<file path="src/core/iob_regs.svh">
// Register offsets, field positions, reset values and timing counts of the oscillator block
`ifndef IOB_REGS_SVH
`define IOB_REGS_SVH

// ----------------------------------------------------------------
// Register byte addresses
// ----------------------------------------------------------------
`define IOB_OFS_TUNING      8'h00
`define IOB_OFS_CONTROL     8'h04
`define IOB_OFS_CONFIG      8'h08
`define IOB_OFS_STATUS      8'h0c

// ----------------------------------------------------------------
// Field positions and reset values
// ----------------------------------------------------------------
`define IOB_TUN_SRC_BIT     7
`define IOB_TUN_PLL_BIT     6
`define IOB_TUN_TRIM_MSB    4
`define IOB_TUN_RESET       8'h00
`define IOB_CTL_IFS_LSB     4
`define IOB_CTL_IFS_MSB     6
`define IOB_IFS_RESET       3'h4
`define IOB_CFG_RESET       4'h9
`define IOB_CFG_INT_CLKOUT  4'h9
`define IOB_CFG_INT_DUALIO  4'h8

// ----------------------------------------------------------------
// Timing
// ----------------------------------------------------------------
`define IOB_CLK_MHZ         250
`define IOB_SETTLE_US       1000
`define IOB_SETTLE_CYC      (`IOB_SETTLE_US * `IOB_CLK_MHZ)

`endif

</file>
<file path="src/core/iob_pkg.sv">
// Types shared by the oscillator block
package iob_pkg;
	// Source that drives the block output
	typedef enum logic [2:0] {
		IOB_SRC_FAST,
		IOB_SRC_POST,
		IOB_SRC_DIV256,
		IOB_SRC_SLOW_RC,
		IOB_SRC_PLL
	} iob_src_t;
	// Trim settling tracker
	typedef enum logic [0:0] {
		IOB_TRIM_STABLE,
		IOB_TRIM_SHIFTING
	} iob_trim_t;
endpackage

</file>
<file path="src/core/iob_clkdiv.sv">
// Free-running divider: counts fast oscillator ticks and gives divided levels at each power of two
`timescale 1ns/100ps
`default_nettype none
module iob_clkdiv
	import iob_pkg::*;
#(
	parameter int WIDTH = 8
) (
	// Clock and reset
	input  wire logic             CLK,
	input  wire logic             SRST,
	// Source tick and enable
	input  wire logic             TICK,
	input  wire logic             RUN,
	// Divided level outputs, bit k is source divided by 2^(k+1)
	output logic [WIDTH-1:0]      DIV
);
	// Elaboration-time guard on the counter width
	if (WIDTH < 2 || WIDTH > 16) begin : gen_width_bad
		$error("iob_clkdiv: WIDTH out of range");
	end

	logic [WIDTH-1:0] cnt_q;  // Synchronous binary count of source ticks

	// ----------------------------------------------------------------
	// Counter
	// ----------------------------------------------------------------
	// Counter cleared to zero while the source is off, so it draws no toggling
	always_ff @(posedge CLK) begin
		if (SRST || !RUN) begin
			cnt_q <= '0;
		end else if (TICK) begin
			cnt_q <= cnt_q + 1'b1;
		end
	end

	assign DIV = cnt_q;
endmodule
`default_nettype wire

</file>
<file path="src/core/iob_core.sv">
// Internal oscillator control block with AHB-Lite register slave
// Functional notes
// - Fast oscillator feeds clock and postscaler
// - Fast oscillator on for 125 kHz..8 MHz
// - At 31 kHz, source bit gates fast oscillator
// - Slow RC runs when selected or features need
// - Clock-out mode: pin out gives clock/4
// - Dual-I/O mode: both pins are port I/O
// - Five-bit trim field is signed
// - Trim settles within 1 ms, no flag (block flags it on TRIM_SHIFTING and status bit 3)
// - Tuning writes never affect slow RC
// - Source bit picks fast/256 or slow RC
// - PLL multiplies 4 or 8 MHz by four
// - PLL only in internal modes, select 111/110
// - PLL unavailable: bit held zero, writes ignored
// - Unavailable PLL bit reads zero
// - Select maps 111..001 halving, 000 slow
// - Reset selects 1 MHz output
//
// Added by the designer: register access over AHB-Lite and the address map.
`timescale 1ns/100ps
`default_nettype none
`include "iob_regs.svh"
module iob_core
	import iob_pkg::*;
#(
	parameter int SETTLE_CYC = `IOB_SETTLE_CYC,
	parameter int POST_W     = 8
) (
	// Clock and reset
	input  wire logic        CLK,
	input  wire logic        SRST,
	// AHB-Lite slave
	input  wire logic        HSEL,
	input  wire logic [7:0]  HADDR,
	input  wire logic [1:0]  HTRANS,
	input  wire logic        HWRITE,
	input  wire logic [2:0]  HSIZE,
	input  wire logic [31:0] HWDATA,
	input  wire logic        HREADY,
	output logic [31:0]      HRDATA,
	output logic             HREADYOUT,
	output logic             HRESP,
	// Oscillator ticks (one-cycle strobes at each source edge)
	input  wire logic        FAST_OSC_TICK,
	input  wire logic        SLOW_RC_TICK,
	input  wire logic        PLL_TICK,
	input  wire logic        SYS_CLK_TICK,
	// Feature requests for the slow RC
	input  wire logic        PWRUP_TIMER_EN,
	input  wire logic        FAILSAFE_MON_EN,
	input  wire logic        WATCHDOG_EN,
	input  wire logic        TWO_SPEED_EN,
	input  wire logic        SLOW_RC_IS_SYSCLK,
	// Oscillator controls
	output logic             FAST_OSC_EN,
	output logic             SLOW_RC_EN,
	output logic             PLL_EN,
	output logic signed [4:0] FAST_OSC_TRIM,
	output logic             TRIM_SHIFTING,
	output logic             BLOCK_CLK,
	output logic [2:0]       BLOCK_SRC,
	// Pin reuse: osc_pin_in / osc_pin_out
	input  wire logic        PORT_A7_OUT,
	input  wire logic        PORT_A7_OE,
	input  wire logic        PORT_A6_OUT,
	input  wire logic        PORT_A6_OE,
	input  wire logic        OSC_PIN_IN_I,
	input  wire logic        OSC_PIN_OUT_I,
	output logic             OSC_PIN_IN_O,
	output logic             OSC_PIN_IN_OE,
	output logic             OSC_PIN_OUT_O,
	output logic             OSC_PIN_OUT_OE,
	output logic             PORT_A7_IN,
	output logic             PORT_A6_IN
);
	// Elaboration-time guards on the parameters
	if (POST_W != 8) begin : gen_post_w_bad
		$error("iob_core: POST_W must be 8 for the divide-by-256 path");
	end
	if (SETTLE_CYC < 1) begin : gen_settle_bad
		$error("iob_core: SETTLE_CYC must be positive");
	end

	// ----------------------------------------------------------------
	// Registers
	// ----------------------------------------------------------------
	localparam logic [7:0] TUN_RST = `IOB_TUN_RESET;  // Tuning register reset image
	logic        src_sel_q;     // low_freq_source_sel
	logic        pll_en_q;      // pll_multiplier_en
	logic [4:0]  trim_q;        // freq_trim
	logic [2:0]  ifs_q;         // internal_freq_select
	logic [3:0]  cfg_q;         // osc_config_field
	logic        wr_pend_q;     // Data phase of a write pending
	logic [7:0]  addr_q;        // Latched address phase
	logic        rd_pend_q;     // Data phase of a read pending
	logic [31:0] settle_q;      // Trim settling countdown
	iob_trim_t   trim_st_q;     // Trim settling state
	logic        cko_q;         // Clock/4 output flop
	logic [1:0]  cko_cnt_q;     // Clock/4 divider
	logic        blk_clk_q;     // Output clock flop
	logic [POST_W-1:0] div;     // Postscaler taps
	logic        pll_ok;        // PLL availability
	logic        fast_on;       // Fast oscillator enable
	logic        take;          // Address phase accepted
	iob_src_t    src;           // Selected output source

	// ----------------------------------------------------------------
	// Bus slave
	// ----------------------------------------------------------------
	// Zero-wait slave; always OKAY, so unmapped addresses just read zero
	// Limitation: a read whose address phase overlaps the data phase of a
	// write to the same register returns the value from before that write
	assign HREADYOUT = 1'b1;
	assign HRESP     = 1'b0;
	assign take      = HSEL && HREADY && HTRANS[1];

	// Capture the address phase
	always_ff @(posedge CLK) begin
		if (SRST) begin
			wr_pend_q <= 1'b0;
			rd_pend_q <= 1'b0;
			addr_q    <= 8'h00;
		end else begin
			wr_pend_q <= take && HWRITE;
			rd_pend_q <= take && !HWRITE;
			if (take) begin
				addr_q <= HADDR;
			end
		end
	end

	// PLL only in internal-oscillator configurations at 4 or 8 MHz
	assign pll_ok = (cfg_q == `IOB_CFG_INT_CLKOUT || cfg_q == `IOB_CFG_INT_DUALIO)
	             && (ifs_q[2:1] == 2'b11);

	// Tuning register
	always_ff @(posedge CLK) begin
		if (SRST) begin
			src_sel_q <= TUN_RST[`IOB_TUN_SRC_BIT];
			pll_en_q  <= TUN_RST[`IOB_TUN_PLL_BIT];
			trim_q    <= TUN_RST[`IOB_TUN_TRIM_MSB:0];
		end else begin
			if (wr_pend_q && addr_q == `IOB_OFS_TUNING) begin
				src_sel_q <= HWDATA[`IOB_TUN_SRC_BIT];
				pll_en_q  <= HWDATA[`IOB_TUN_PLL_BIT] && pll_ok;
				trim_q    <= HWDATA[`IOB_TUN_TRIM_MSB:0];
			end else if (!pll_ok) begin
				pll_en_q  <= 1'b0;
			end
		end
	end

	// Control and configuration registers
	always_ff @(posedge CLK) begin
		if (SRST) begin
			ifs_q <= `IOB_IFS_RESET;
			cfg_q <= `IOB_CFG_RESET;
		end else if (wr_pend_q) begin
			if (addr_q == `IOB_OFS_CONTROL) begin
				ifs_q <= HWDATA[`IOB_CTL_IFS_MSB:`IOB_CTL_IFS_LSB];
			end else if (addr_q == `IOB_OFS_CONFIG) begin
				cfg_q <= HWDATA[3:0];
			end
		end
	end

	// Read data flop
	always_ff @(posedge CLK) begin
		if (SRST) begin
			HRDATA <= 32'h0000_0000;
		end else if (take && !HWRITE) begin
			if (HADDR == `IOB_OFS_TUNING) begin
				// Bit 5 reads zero; PLL bit reads zero when unavailable
				HRDATA <= {24'h000000, src_sel_q, pll_en_q && pll_ok, 1'b0, trim_q};
			end else if (HADDR == `IOB_OFS_CONTROL) begin
				HRDATA <= {25'h0000000, ifs_q, 4'h0};
			end else if (HADDR == `IOB_OFS_CONFIG) begin
				HRDATA <= {28'h0000000, cfg_q};
			end else if (HADDR == `IOB_OFS_STATUS) begin
				HRDATA <= {25'h0000000, src, trim_st_q == IOB_TRIM_SHIFTING, PLL_EN, SLOW_RC_EN, FAST_OSC_EN};
			end else begin
				HRDATA <= 32'h0000_0000;
			end
		end
	end

	// ----------------------------------------------------------------
	// Trim and settling
	// ----------------------------------------------------------------
	// Trim is passed as signed: 0x0f fastest, 0x10 slowest
	assign FAST_OSC_TRIM = $signed(trim_q);

	// Settle window after each tuning write; software is never stalled
	// A second write inside the window restarts it from the full count
	always_ff @(posedge CLK) begin
		if (SRST) begin
			trim_st_q <= IOB_TRIM_STABLE;
			settle_q  <= 32'h0000_0000;
		end else begin
			case (trim_st_q)
				IOB_TRIM_STABLE: begin
					if (wr_pend_q && addr_q == `IOB_OFS_TUNING) begin
						trim_st_q <= IOB_TRIM_SHIFTING;
						settle_q  <= 32'(SETTLE_CYC - 1);
					end
				end
				IOB_TRIM_SHIFTING: begin
					if (wr_pend_q && addr_q == `IOB_OFS_TUNING) begin
						settle_q <= 32'(SETTLE_CYC - 1);
					end else if (settle_q == 32'h0000_0000) begin
						trim_st_q <= IOB_TRIM_STABLE;
					end else begin
						settle_q <= settle_q - 32'h0000_0001;
					end
				end
				default: trim_st_q <= IOB_TRIM_STABLE;
			endcase
		end
	end
	assign TRIM_SHIFTING = (trim_st_q == IOB_TRIM_SHIFTING);

	// ----------------------------------------------------------------
	// Oscillator enables and source selection
	// ----------------------------------------------------------------
	// Fast oscillator on for nonzero select, or at 31 kHz with source bit set
	assign fast_on     = (ifs_q != 3'h0) || src_sel_q;
	assign FAST_OSC_EN = fast_on;
	// Slow RC ignores the tuning register entirely
	assign SLOW_RC_EN  = SLOW_RC_IS_SYSCLK || PWRUP_TIMER_EN || FAILSAFE_MON_EN
	                  || WATCHDOG_EN || TWO_SPEED_EN;
	assign PLL_EN      = pll_en_q && pll_ok;

	// Output source from select, source bit and PLL
	always_comb begin
		if (PLL_EN) begin
			src = IOB_SRC_PLL;
		end else if (ifs_q == 3'h7) begin
			src = IOB_SRC_FAST;
		end else if (ifs_q != 3'h0) begin
			src = IOB_SRC_POST;
		end else if (src_sel_q) begin
			src = IOB_SRC_DIV256;
		end else begin
			src = IOB_SRC_SLOW_RC;
		end
	end
	assign BLOCK_SRC = src;

	// Postscaler taps of the fast oscillator
	iob_clkdiv #(
		.WIDTH (POST_W)
	) u_post (
		.CLK  (CLK),
		.SRST (SRST),
		.TICK (FAST_OSC_TICK),
		.RUN  (fast_on),
		.DIV  (div)
	);

	// Output clock level; postscaler tap 6-ifs gives 4 MHz..125 kHz
	// Direct sources follow their tick: toggling on it would halve the rate
	always_ff @(posedge CLK) begin
		if (SRST) begin
			blk_clk_q <= 1'b0;
		end else begin
			case (src)
				IOB_SRC_PLL:     blk_clk_q <= PLL_TICK;
				IOB_SRC_FAST:    blk_clk_q <= FAST_OSC_TICK;
				IOB_SRC_POST:    blk_clk_q <= div[3'h6 - ifs_q];
				IOB_SRC_DIV256:  blk_clk_q <= div[POST_W-1];
				default:         blk_clk_q <= SLOW_RC_TICK;
			endcase
		end
	end
	assign BLOCK_CLK = blk_clk_q;

	// ----------------------------------------------------------------
	// Pin reuse
	// ----------------------------------------------------------------
	// System clock divided by four for the clock-out mode
	always_ff @(posedge CLK) begin
		if (SRST) begin
			cko_cnt_q <= 2'h0;
			cko_q     <= 1'b0;
		end else if (SYS_CLK_TICK) begin
			cko_cnt_q <= cko_cnt_q + 2'h1;
			if (cko_cnt_q[0]) begin
				cko_q <= ~cko_q;
			end
		end
	end

	// Pin in is always port A bit 7; pin out is clock/4 or port A bit 6
	assign OSC_PIN_IN_O   = PORT_A7_OUT;
	assign OSC_PIN_IN_OE  = PORT_A7_OE;
	assign PORT_A7_IN     = OSC_PIN_IN_I;
	assign OSC_PIN_OUT_O  = (cfg_q == `IOB_CFG_INT_CLKOUT) ? cko_q : PORT_A6_OUT;
	assign OSC_PIN_OUT_OE = (cfg_q == `IOB_CFG_INT_CLKOUT) ? 1'b1 : PORT_A6_OE;
	assign PORT_A6_IN     = (cfg_q == `IOB_CFG_INT_DUALIO) ? OSC_PIN_OUT_I : 1'b0;
endmodule
`default_nettype wire

</file>
<file path="config.mk">
export PLATFORM = sky130hd
export DESIGN_NAME = iob_core
export DESIGN_NICKNAME = d
export VERILOG_FILES = /design/src/core/iob_pkg.sv /design/src/core/iob_clkdiv.sv /design/src/core/iob_core.sv
export VERILOG_INCLUDE_DIRS = /design/src /design/src/core
export SDC_FILE = /design/constraint.sdc
export NUM_CORES = 1
export LEC_CHECK = 0
export BUFFER_PORTS_ARGS = -buffer_cell sky130_fd_sc_hd__buf_2
export CAP_MARGIN = 20
export CORE_MARGIN = 4
export CORE_UTILIZATION = 45
export DETAILED_ROUTE_END_ITERATION = 12
export PLACE_DENSITY_LB_ADDON = 0.2
export SETUP_SLACK_MARGIN = 0.5
export SLEW_MARGIN = 5
export SYNTH_ARGS = -nofsm -noshare
export SYNTH_HDL_FRONTEND = slang
export SYNTH_HIERARCHICAL = 1
export SYNTH_SLANG_ARGS = --single-unit
</file>
<file path="constraint.sdc">
create_clock -name CLK -period 2 [get_ports CLK]
set_input_delay 0.4 -clock CLK [delete_from_list [all_inputs] [get_ports CLK]]
set_output_delay 0.4 -clock CLK [all_outputs]
set_load 0.03 [all_outputs]
</file>
# After elaboration in Yosys (flattened, before gate mapping)
# Cells that the tools add are included.
# W data, S select, Z words.
[totals]
regBits = 100
output_inout_bits = 53
wordCells = 87
[op_classes]
n_reduce_logical = 26
n_eq_ne = 15
add_sub_neg = 4
order_cmp = 1
bitwise = 3
mux = 24
[ops]
columns = ["operator", "n"]
rows = [
  ["$mux W32", 3],
  ["$pmux W32 S2", 1],
  ["$logic_not A32 Y1", 1],
  ["$sub A32 B1 Y32 const B", 1],
  ["$eq A8 B4 Y1 const B", 3],
  ["$mux W7", 3],
  ["$eq A8 B3 Y1 const B", 2],
  ["$logic_not A8 Y1", 2],
  ["$mux W1", 10],
  ["$add A8 B1 Y8 const B", 1],
  ["$eq A4 B4 Y1 const B", 2],
  ["$logic_and A1 B1 Y1", 8],
  ["$mux W8", 1],
  ["$logic_or A1 B1 Y1", 7],
  ["$eq A3 B3 Y1 const B", 2],
  ["$reduce_and A2 Y1", 3],
  ["$lt A3 B4 Y1 const B", 1],
  ["$mux W2", 2],
  ["$pmux W1 S4", 1],
  ["$bmux W1 S3", 1],
  ["$eq A3 B1 Y1 const B", 1],
  ["$eq A3 B2 Y1 const B", 1],
  ["$logic_not A3 Y1", 1],
  ["$mux W3", 1],
  ["other kinds (11)", 14],
]

# Depth between registers and ports, before layout
# Gate-level depths: netlist of the first run.
[logic_depth]
word_depth = 9
ltp_mapped = 8
depth_no_buf = 7

# By module
# Netlist of the first run, hierarchy kept.
[modules_own_cells]
columns = ["mod", "seq_area_each_um2", "cells_each", "area_per_inst_um2", "n_inst"]
rows = [
  ["iob_core", 1341.3, 417, 3584.7, 1],
  ["iob_clkdiv", 160.2, 38, 345.3, 1],
]

# Worst setup path after synthesis of the first run
# OpenSTA, ideal clock, no wires.
[synth_path]
kind = "register to register"
start = "reg ifs_q[0]"
end = "reg blk_clk_q (netlist: BLOCK_CLK)"
setup_slack_ps = -198
period_less_slack_ps = 2198
stages_incl_launch_ff = 8
t_required_ps = 1939
n_path_buf = 0
arrival_ps = 2137
setup_time_ps = 61
cell_sequence = "dfxtp_1 -> inv_1 -> ha_1 -> nor2b_1 -> a21boi_0 -> mux2i_1 -> a2111oi_0 -> a32o_1"
[synth_between]
elab_chain_len = 6
word_cells_on_any_way = 13
classes_between = "add/sub (1); eq/ne (4); mux (6); reduce/logical (2)"
[synth_lines]
columns = ["item", "line", "rtl"]
rows = [
  ["start: declaration", "iob_core.sv:92", "logic [2:0] ifs_q;"],
  ["start signal: assignment", "iob_core.sv:157", "ifs_q <= `IOB_IFS_RESET;"],
  ["start signal: assignment", "iob_core.sv:161", "ifs_q <= HWDATA[`IOB_CTL_IFS_MSB:`IOB_CTL_IFS_LSB];"],
  ["$reduce_bool A3 Y1", "iob_core.sv:240", "end else if (ifs_q != 3'h0) begin"],
  ["$mux W2", "iob_core.sv:240", ""],
  ["$mux W2 (*)", "iob_core.sv:238", "end else if (ifs_q == 3'h7) begin"],
  ["$mux W3 (*)", "iob_core.sv:236", "if (PLL_EN) begin"],
  ["named net BLOCK_SRC[1]", "iob_core.sv:62", "output logic [2:0] BLOCK_SRC,"],
  ["$eq A3 B2 Y1, or another cell as far along", "iob_core.sv:267", "case (src)"],
  ["$pmux W1 S4 (*)", "iob_core.sv:267", ""],
  ["end signal: assignment", "iob_core.sv:270", "IOB_SRC_POST: blk_clk_q <= div[3'h6 - ifs_q];"],
  ["end signal: assignment", "iob_core.sv:271", "IOB_SRC_DIV256: blk_clk_q <= div[POST_W-1];"],
  ["end: declaration", "iob_core.sv:101", "logic blk_clk_q;"],
]
# The timed path passes the listed nets; every way through them passes the cells marked *. The select of a mux whose other input is x is not followed.
# A chain may end at the register's enable or synchronous reset.

# Final worst setup path of the first run
[layout_path]
start = "reg ifs_q[1]"
end = "reg blk_clk_q (netlist: BLOCK_CLK)"
[layout_between]
elab_chain_len = 6
word_cells_on_any_way = 16
classes_between = "add/sub (1); eq/ne (5); mux (6); reduce/logical (4)"
[layout_lines]
columns = ["item", "line"]
rows = [
  ["parallel branches: the longest is 5 deep, another holds $sub A3 B3 Y3", "-"],
  ["$pmux W1 S4 (*)", "iob_core.sv:267"],
]
# Every way passes the cells marked *. The select of a mux whose other input is x is not followed.

==> impl_summary.md, run 1 <==
STA
In the post-route analysis, the smallest setup slack over all paths is -16.8 ps. The number of failing setup endpoints in the final timing report is 2. The clock arrives with 9.28 ps of skew.

The aggregate negative setup slack is -22.4 ps. The worst path uses 101% of the clock period. Timing would allow up to 496 MHz. The final count of hold timing violations is 0. Setup repair after global routing could not meet its margin everywhere. The minimum period implied by the final worst setup slack is 2020 ps. The count of final max-slew check failures is 0.

Power
The switching part of the total power is 30.5%. The internal power contribution is 0.00218 W. The clock network is responsible for 34.4% of the overall power.

The worst-case IR drop observed on VDD is 380 µV. Per report_power, the combinational group accounts for 16.6% of the total. In this run the power spent charging and discharging nets is 0.000954 W. Per report_power, the sequential group accounts for 49.0% of the total. The static power due to leakage is 2.46 nW. For this design the ratio of total power to cell area is 515 nW/µm².

Status
The final reports fail on setup timing. The flow ran to the end, but the final reports show violations.

Logic synthesis
The number of distinct library cells after synthesis is 57. The count of flip-flops with a built-in enable after synthesis is 0. The synthesized instance count is 455. The Yosys step of the flow raised 6 warnings. The post-synth design cell area is 3930 µm². In the synthesized netlist the dominant register cell turns out to be sky130_fd_sc_hd__dfxtp_1.

The flop and latch count out of synthesis is 75. For this run, asynchronously set or reset flops after synthesis account for 0%. The fraction of the yosys area taken by sequential cells is 38.2%. The post-synthesis area per instance is 8.64 µm².

Drt
Once detail routing completed, the nets flagged for antenna violations numbered 0. The vias per cell is 5.57. Dividing the detail-routed wire length by the instance count gives 17.0 µm. The first TritonRoute pass finished after 4 iterations. The remaining design rule violation count is 0. The via count of the routed design is 3934. The first routing iteration left 128 violations. After detailed routing, the total wire length is 12000 µm.

CTS
The tree is rooted in a sky130_fd_sc_hd__clkbuf_8. TritonCTS built the clock tree. The clock input transition at the sequential cells of the worst setup and hold paths is 90 ps. After clock tree synthesis, the flow added hold-fix buffers numbering 0. The largest buffer count on any clock path is 2. Clock tree synthesis found a total of 75 sinks. The clock latency at the later pin of the worst-skew pair is 360 ps. The number of H-tree levels is 3.

The CTS buffer count is 9.

Setup path
The top fanout value on the critical path is 2. The element type at the critical path end is a register. The critical path's slowest cell is sky130_fd_sc_hd__mux4_2. For this run, the slowest stage of the critical path takes 510 ps. The critical path is of the reg2reg type. STA puts the critical path data required time at 2260 ps. The kind of start point of the critical path is a register.

The endpoint arrival time on the critical path is 2270 ps. Walking the worst path, the cells encountered are inv_2, ha_4, mux4_2, nor2b_4, a2111oi_4, o21ai_1, a32o_1.

Floorplanning
The core region is 8340 µm². In this run the horizontal extent of the chip is 101 µm. The placement row count is 33. The die is 101 µm tall. For this configuration, the core starts out at a cell density of 47.1%. 118 I/O pins were placed. The die covers 10300 µm².

Final layout
The count of nets after finishing is 666. The register area is 1540 µm². The layout has 556 filler cells. The multi-input combinational cells in the finished layout cover a total of 2920 µm². The number of antenna diodes in the final layout is 0. The area added between synthesis and finish is 54.7%. The fraction of final layout cells with drive strength greater than 1 is 52.7%.

Min path
The type of the worst min-delay path is in2reg.

GRT
The initial antenna violation count came to 0. Across every metal layer, demand over resource in global routing totals 22.2%. The via count of the first global-routing pass is 3842. The largest net degree at the start of global routing is 27. The global-route congestion overflow total is 0. The first global-routing pass estimated 18300 µm of wire.

Placed design
The routability congestion estimate is 0.774. Once detailed placement completed, the half-perimeter wirelength came to 7130 µm. The worst setup timing slack at the placement stage is -82.0 ps. In this run the tool buffered the top-level ports with 57 buffer cells.

Run
Max-cap violations in this run came to 0.
[synthesized netlist by cell type (3+ instances only)]
library cell | number | share of area (%)
sky130_fd_sc_hd__nor2b_1 | 3 | 0.48
sky130_fd_sc_hd__o41ai_1 | 3 | 0.67
sky130_fd_sc_hd__clkbuf_1 | 10 | 0.96
sky130_fd_sc_hd__a2111oi_0 | 3 | 0.67
sky130_fd_sc_hd__nand2_1 | 48 | 4.6
sky130_fd_sc_hd__dfxtp_1 | 75 | 38
sky130_fd_sc_hd__a22oi_1 | 5 | 0.96
sky130_fd_sc_hd__nor2_1 | 32 | 3.1
sky130_fd_sc_hd__nand4_1 | 6 | 0.96
sky130_fd_sc_hd__nand2b_1 | 4 | 0.64
sky130_fd_sc_hd__mux2i_1 | 13 | 3.3
sky130_fd_sc_hd__buf_2 | 5 | 0.64
sky130_fd_sc_hd__nor4_4 | 3 | 1.6
sky130_fd_sc_hd__or4_1 | 15 | 2.9
sky130_fd_sc_hd__o31ai_1 | 7 | 1.3
sky130_fd_sc_hd__or3_1 | 17 | 2.7
sky130_fd_sc_hd__inv_1 | 9 | 0.86
sky130_fd_sc_hd__nand3_1 | 11 | 1.4
sky130_fd_sc_hd__nor3_1 | 11 | 1.4
sky130_fd_sc_hd__o21ai_0 | 14 | 1.8
sky130_fd_sc_hd__buf_4 | 33 | 6.3
sky130_fd_sc_hd__ha_1 | 5 | 1.6
sky130_fd_sc_hd__and3_1 | 5 | 0.80
sky130_fd_sc_hd__and2_1 | 5 | 0.80
sky130_fd_sc_hd__nor4_1 | 8 | 1.3
sky130_fd_sc_hd__a31oi_1 | 5 | 0.80
sky130_fd_sc_hd__xor2_1 | 5 | 1.1
sky130_fd_sc_hd__or2_2 | 4 | 0.64
sky130_fd_sc_hd__a21oi_1 | 44 | 5.6
sky130_fd_sc_hd__xnor2_1 | 9 | 2.0
[layer usage]
metal  up-vias  share of wire (%)  GRT usage (%)
met5         -                  0              0
met4         0                2.6           9.71
met3        28                4.5           4.27
met2       117                 53           38.0
met1      1898                 40           27.1
li1       1891                  -              -
[power by group through the flow]
| stage | Combinational (W) | Clock [W] | Sequential (W) |
|---|---|---|---|
| floorplan | 0.000308 | 0 | 0.00157 |
| global placement | 0.000365 | 0 | 0.00157 |
| detailed placement | 0.000374 | 0 | 0.00157 |
| CTS | 0.000457 | 0.00108 | 0.00154 |
| global route | 0.000557 | 0.00116 | 0.00154 |
| finish | 0.000521 | 0.00108 | 0.00153 |
[path summary, 6_finish.rpt]
path / start / end / slack, ps / cells after the start
max: ifs_q[1] / BLOCK_CLK / -20 / 7
min: PLL_TICK / BLOCK_CLK / 280 / 2
max reg2reg: ifs_q[1] / BLOCK_CLK / -20 / 7
min reg2reg: addr_q[6] / addr_q[6] / 460 / 2
[metrics by stage]
stage	hold slack, ps	power [W]	std cells	util, %	instance area [µm²]
final	281	0.00313	706	72.9	6080
after global routing	287	0.00325	706	72.9	6080
after CTS	284	0.00307	684	66.5	5550
after detailed placement	453	0.00195	627	56.0	4670
after global placement	440	0.00194	627	56.0	4670
after floorplan	431	0.00188	479	-	4340
[kinds of logic (layout without fill, tap and decap cells)]
| kind of cell | Yosys count | after routing | share of synthesized area, % |
|---|---|---|---|
| AND/OR/NAND/NOR | 186 | 186 | 26.9 |
| other | 2 | 26 | 0.191 |
| AO/OA/AOI/OAI | 99 | 99 | 16.2 |
| adder cells (fa/ha/maj) | 5 | 5 | 1.59 |
| buffers and inverters | 57 | 179 | 8.76 |
| flip-flops | 75 | 75 | 38.2 |
| multiplexers | 17 | 17 | 5.03 |
| XOR/XNOR | 14 | 14 | 3.12 |
[timing repair]
item | CTS | global route
pin swaps | 39 | 30
endpoints found under the setup margin | 63 | 72
cloned | 2 | 0
resized for setup | 92 | 74
setup buffers | 39 | 22
[flip-flops by register name, indices dropped and copies added (netlist names)]
register and cells:
BLOCK_CLK 1, FAST_OSC_TRIM 5, HRDATA 8, TRIM_SHIFTING 1, addr_q 8, cfg_q 4
cko_cnt_q 1, cko_q 1, ifs_q 3, pll_en_q 1, settle_q 32, src_sel_q 1
u_post/DIV 8, wr_pend_q 1
[worst max-delay path, delay by kind of cell (launching register included)]
family / cells / cell delay (ps)
simple gates: 1 / 150
buf+inv: 1 / 40
mux: 1 / 510
fa+ha+maj: 1 / 270
flops: 1 / 360
compound gates: 3 / 590
[layout make-up]
cell class / count / share of cell area (%)
multi-input cells: 347 / 48.1
repair buffers: 154 / 20.9
clock buffers: 10 / 2.10
well taps: 105 / 2.16
clock inverters: 6 / 0.679
inverters: 9 / 0.679
flip-flops and latches: 75 / 25.4
[placed cells by master (no fill, tap or decap), drive strengths merged, types with 8 or more instances in the layout]
cell type,instances
conb,26
or4,15
clkbuf,11
mux2i,13
nand4,8
inv,10
or3,17
nor2,32
dfxtp,75
nor4,13
nor3,11
xnor2,9
nand3,12
a21oi,44
nand2,48
buf,153
o31ai,8
o21ai,14
No activity file was read; power rests on OpenSTA's default activity.
==> inputs of run 2 (changes only) <==
--- a/config.mk
+++ b/config.mk
@@ -13,6 +13,7 @@
 export DETAILED_ROUTE_END_ITERATION = 12
 export PLACE_DENSITY_LB_ADDON = 0.2
 export SETUP_SLACK_MARGIN = 0.5
+export SKIP_LAST_GASP = 1
 export SLEW_MARGIN = 5
 export SYNTH_ARGS = -nofsm -noshare
 export SYNTH_HDL_FRONTEND = slang
==> constraint.sdc (replaced) <==
create_clock -name CLK -period 2.35 [get_ports CLK]
set_input_delay 0.47 -clock CLK [delete_from_list [all_inputs] [get_ports CLK]]
set_output_delay 0.47 -clock CLK [all_outputs]
set_load 0.03 [all_outputs]
==> impl_summary.md, run 2 (synthesis gave the netlist of run 1 again) <==
Placed design
The placed wire-length estimate after detailed placement is 6390 µm. The congestion estimate from routability-driven global placement came to 0.793. The count of buffers added on input and output ports is 57. The worst setup timing slack at the placement stage is 194 ps.

Setup path
At the worst endpoint, the required time is 2600 ps. STA classifies the critical path startpoint as a register. The signal on the critical path passes through inv_4, ha_4, mux4_2, nor2b_4, a2111oi_4, o21ai_1, a32o_1.

The critical path's slowest cell is sky130_fd_sc_hd__mux4_2. The worst setup path is captured at a register. The critical path class is reg2reg. The largest stage delay on the critical path is 510 ps. In this run the worst path has a maximum fanout of 4. STA puts the critical path data arrival time at 2300 ps.

Floorplanning
The die covers 10300 µm². The core region is 8340 µm². The initial standard-cell utilization of the core is 47.1%. Row generation in the floorplan step produced 33 rows.

The width of the die is 101 µm. The number of I/O pins is 118. Measured along the y axis, the die boundary spans 101 µm.

Run
Across the run, the number of max-cap violations was 0.

Final layout
Leaving out fill and tap cells, the most frequent cells in the layout are 60 x sky130_fd_sc_hd__dfxtp_1, 50 x sky130_fd_sc_hd__buf_2, 48 x sky130_fd_sc_hd__buf_4. The count of nets after finishing is 632. The area added between synthesis and finish is 37.8%. Fill cells in the final layout number 696. More flip-flops sit in one register than any other, and that register is settle_q. The library cell used most frequently in the layout, excluding fill and tap cells, is sky130_fd_sc_hd__dfxtp_1. Across the whole layout, storage elements account for 1540 µm².

The area of the multi-input gates is 2590 µm². Of the cells placed in the final design, the portion with a size suffix greater than 1 is 41.3%. The number of antenna repair diodes is 0. The register with the most flip-flops in the layout has 32 of them.

CTS
TritonCTS built the clock tree. Counting the buffers created by CTS gives 9. The number of H-tree levels is 3. Clock tree synthesis found a total of 75 sinks.

The clock latency at the later pin of the worst-skew pair is 360 ps. The clock root buffer is sky130_fd_sc_hd__clkbuf_8. The clock input transition at the sequential cells of the worst setup and hold paths is 80 ps.

No sink is reached through more buffers than the 2 on the longest clock path. The hold buffer count at CTS is 0.

Drt
The first routing iteration left 153 violations. The vias per cell is 5.60. The final route contains 3761 vias. The residual antenna-violating net count after detailed routing is 0.

The first detailed-routing pass ran for 4 iterations. For this run, design rule violations remaining after detail routing come to 0. The routed wire length is 10800 µm. The mean routed wirelength per cell is 16.0 µm.

GRT
The largest net degree at the start of global routing is 44. Summed over all layers, the global routing overflow is 0. The initial antenna violation count was 0.

The via count of the first global-routing pass is 3400. In the global route stage, overall resource usage came out at 19.4%. The first global-routing pass estimated 16100 µm of wire.

STA
The aggregate negative setup slack is 0 ps. Dividing the final minimum period by the clock period gives 87.0%. The smallest setup slack after layout is 305 ps. Timing would allow up to 489 MHz. Setup repair after global routing could not meet its margin everywhere. The number of failing setup endpoints in the final timing report is 0. The final count of hold timing violations was 0. The post-route clock skew is 15.6 ps. The count of final max-slew check failures is 0.

The minimum period implied by the final worst setup slack is 2040 ps.

Status
The flow ran to the end, and the final reports show no timing, DRC or antenna violations.

Power
Across the VDD grid, the largest voltage drop is 435 µV. The static power due to leakage is 2.25 nW. Dividing total power by cell area gives a power density of 521 nW/µm².

Min path
In this run the worst hold path is classified as in2reg.
## run 2: cell types whose count changed in the layout (fill, tap and decap cells not counted), moves of 7 or more
cell and change:
sky130_fd_sc_hd__a21oi_2 -12, sky130_fd_sc_hd__nor2_4 -7, sky130_fd_sc_hd__nor2_1 +8, sky130_fd_sc_hd__nand2_2 -7
sky130_fd_sc_hd__buf_4 -10, sky130_fd_sc_hd__nand2_1 +7, sky130_fd_sc_hd__a21oi_1 +13, sky130_fd_sc_hd__buf_6 -17
## run 2: per-layer routing
metal	up-vias	track usage [%]	part of all wire [%]
met5	-	0	0
met4	0	5.42	1.5
met3	14	5.44	5.3
met2	103	33.4	51
met1	1825	23.8	42
li1	1819	-	-
## run 2: layout make-up
type | instances | area share (%)
clock buffer | 12 | 2.89
clock inverter | 4 | 1.34
inverter | 9 | 0.763
multi-input combinational | 347 | 47.9
sequential | 75 | 28.4
tap | 105 | 2.43
timing repair buffer | 120 | 16.3
## run 2: path summary, 6_finish.rpt
path,startpoint,to,slack (ps),cells after the start
worst max-delay path,ifs_q[0],BLOCK_CLK,310,7
worst min-delay path,HWDATA[0],cfg_q[0],350,3
worst max register to register,ifs_q[0],BLOCK_CLK,310,7
worst min register to register,addr_q[4],addr_q[4],460,2
## run 2: power breakdown
group / switching, W / internal, W
Combinational: 0.000218 / 0.000145
Clock: 0.000489 / 0.000662
Sequential: 0.0000239 / 0.00128
## run 2: stage by stage
stage	instance area, µm²	cells	utilization [%]	hold WS [ps]	power (W)
finish	5410	672	64.9	346	0.00282
global route	5410	672	64.9	343	0.00293
CTS	5060	661	60.7	339	0.00280
detailed placement	4300	605	51.6	447	0.00161
global placement	4300	605	51.6	442	0.00160
floorplan	4110	479	-	431	0.00158
## run 2: repair_timing
action	in CTS	in global routing
cloned	1	1
pin swaps	22	25
buffers inserted	39	10
gates resized for setup	61	64
setup endpoints to repair	39	44
## run 2: critical path: cells and delay by family (launching register included)
kind                       cells  cell delay (ps)
adders and majority gates      1              270
DFF                            1              380
and+or+nand+nor                1              160
buffers and inverters          1               40
AOI/OAI and AO/OA              3              580
muxes                          1              510
==> inputs of run 3 (changes only) <==
==> constraint.sdc (replaced) <==
create_clock -name CLK -period 2 [get_ports CLK]
set_input_delay 0.4 -clock CLK [delete_from_list [all_inputs] [get_ports CLK]]
set_output_delay 0.4 -clock CLK [all_outputs]
set_load 0.03 [all_outputs]
==> impl_summary.md, run 3 (synthesis gave the netlist of run 1 again) <==
Floorplanning
The placeable core area is 8340 µm². The die outline height is 101 µm. The die covers 10300 µm².

The floorplan has 33 rows. During I/O placement, the number of pins put on the boundary was 118. The floorplan step set the die width to 101 µm. The initial standard-cell utilization of the core is 47.1%.

STA
Setup repair after global routing could not meet its margin everywhere. On the final layout, the worst hold slack is 292 ps. The smallest clock period supported by the final layout is computed as 2030 ps. The final count of hold timing violations is 0.

The count of final max-slew check failures was 0. The achievable clock frequency is 494 MHz. The post-route clock skew is 6.96 ps. The post-route fraction of the period consumed by the critical path is 101%.

In the post-route analysis, the smallest setup slack over all paths is -25.3 ps. Setup violations remaining at the end of the flow were counted as 2. Adding up every negative setup slack in the final design gives -27.8 ps.

CTS
The TritonCTS clock tree is yes. The number of sinks on the clock net is 75. In this run the clock root is driven by a sky130_fd_sc_hd__clkbuf_8. The H-tree generated during clock tree synthesis spans 3 levels.

For this design, the CTS-stage hold fixing added 0 buffers. The longest clock path from root to sink contains 2 buffers. The later pin in the worst-skew pair is clocked with a latency of 350 ps. The clock input transition at the sequential cells of the worst setup and hold paths is 80 ps. The CTS buffer count is 9.

GRT
The via count of the first global-routing pass is 3805. For this run the aggregate overflow at the end of global routing stands at 0. The largest net degree at the start of global routing is 27. The initial antenna violation count came to 0. The first-pass GRT wire length is 18000 µm.

The global-route total usage across every layer is 21.8%.

Drt
The mean routed wirelength per cell is 16.5 µm. Wires add up to 11700 µm. The via count of the routed design is 3946. The number of detailed-routing iterations run before antenna repair is 4. After detailed routing, the number of remaining DRC violations is 0.

The DRC violation total after the first TritonRoute iteration is 113. Once detail routing completed, the nets flagged for antenna violations numbered 0. After detailed routing, the number of vias per cell comes to 5.60.

Final layout
The fraction of final layout cells with drive strength greater than 1 is 51.7%. The top cell types in the final layout, fill and taps aside, are 63 x sky130_fd_sc_hd__buf_4, 57 x sky130_fd_sc_hd__dfxtp_1, 50 x sky130_fd_sc_hd__buf_2. The finished layout holds 705 standard cells, fillers aside. The number of antenna repair diodes is 0. The count of nets after finishing is 665. Counting flops per register, the top entry is settle_q. The area added between synthesis and finish is 51.7%. The most common cell after layout, fill and taps aside is sky130_fd_sc_hd__buf_4. The register with the most flip-flops in the layout has 32 of them. The post-layout utilization of the core is 71.5%.

Min path
The end of the worst hold path is BLOCK_CLK. The min-delay analysis places its worst path in the category in2reg. In this run the most critical hold path is launched from PLL_TICK. Counting instances, the worst hold path has a depth of 2.

Placed design
Port buffering added 57 buffers. The placed wire-length estimate after detailed placement is 7130 µm. The number of placed instances, taps included, is 627. Routability-driven placement finished with a final weighted congestion of 0.774. The worst setup timing slack at the placement stage is -82.0 ps.

Setup path
The origin of the critical flop-to-flop path is ifs_q[0]. STA classifies the critical path startpoint as a register. STA classifies the critical path endpoint as a register. For flop-to-flop paths, the worst setup slack is -30 ps. The capture instance of the worst register-to-register path is BLOCK_CLK. The signal on the critical path passes through inv_4, ha_4, mux4_2, nor2b_4, a2111oi_4, o21ai_1, a32o_1.

Along the worst path, the maximum fanout reaches 2. The data required time at the worst endpoint is 2250 ps. For the worst flop-to-flop path, the logic depth is 7. The critical path class is reg2reg.

The critical path's slowest cell is sky130_fd_sc_hd__mux4_2. The endpoint arrival time on the critical path is 2270 ps. The largest stage delay on the critical path is 510 ps.

Status
The flow ran to the end, but the final reports show violations. The final reports fail on setup timing.

Power
The largest voltage drop on the vdd net is 392 µV. Summed over all cells, the static leakage comes to 2.43 nW. The power density over the cells is 519 nW/µm².

Run
The number of maximum-capacitance violations is 0.
[run 3: metrics by stage]
step / instance area (µm²) / power [W]
4_1_cts: 5480 / 0.00306
5_1_grt: 5960 / 0.00324
2_1_floorplan: 4340 / 0.00188
3_3_place_gp: 4670 / 0.00194
3_5_place_dp: 4670 / 0.00195
6_report: 5960 / 0.00309
[run 3: critical path: cells and delay by family, from the launching register on]
family / cells / cell delay (ps)
DFF: 1 / 370
buffers and inverters: 1 / 40
adders and majority gates: 1 / 260
muxes: 1 / 510
and+or+nand+nor: 1 / 150
AOI/OAI and AO/OA: 3 / 580
[run 3: per-layer routing]
layer / track usage (%) / up-vias / part of all wire (%)
met4: 9.51 / 0 / 2.8
met3: 4.27 / 26 / 4.8
met5: 0 / - / 0
li1: - / 1887 / -
met1: 26.8 / 1914 / 41
met2: 37.2 / 119 / 52
[run 3: report_power, final]
group | internal (W) | switching, W | total (W) | leakage [nW]
registers | 0.00151 | 0.0000252 | 0.00153 | 0.615
clock network | 0.000451 | 0.000603 | 0.00105 | 0.0787
logic | 0.000212 | 0.000294 | 0.000506 | 1.74
[run 3: repair_timing]
action                                  4_1_cts  5_1_grt
pin swaps                                    39       27
endpoints found under the setup margin       63       72
buffers inserted                             39       21
gates resized for setup                      76       67
gates cloned                                  2        0
[run 3: worst max path at each step]
| stage | startpoint | endpoint | slack, ps |
|---|---|---|---|
| CTS | ifs_q[0] | BLOCK_CLK | -60 |
| detailed placement | ifs_q[0] | BLOCK_CLK | -80 |
| floorplan | ifs_q[0] | BLOCK_CLK | -20 |
| global placement | ifs_q[0] | BLOCK_CLK | -70 |
| finish | ifs_q[0] | BLOCK_CLK | -30 |
| global route | ifs_q[0] | BLOCK_CLK | -110 |
[run 3: cell type report]
type                       count  area, µm²
tap                          105        131
timing repair buffer         153       1240
clock inverter                 6       41.3
sequential                    75       1540
fill                         571       2380
clock buffer                  10        128
inverter                       9       38.8
multi-input combinational    347       2840
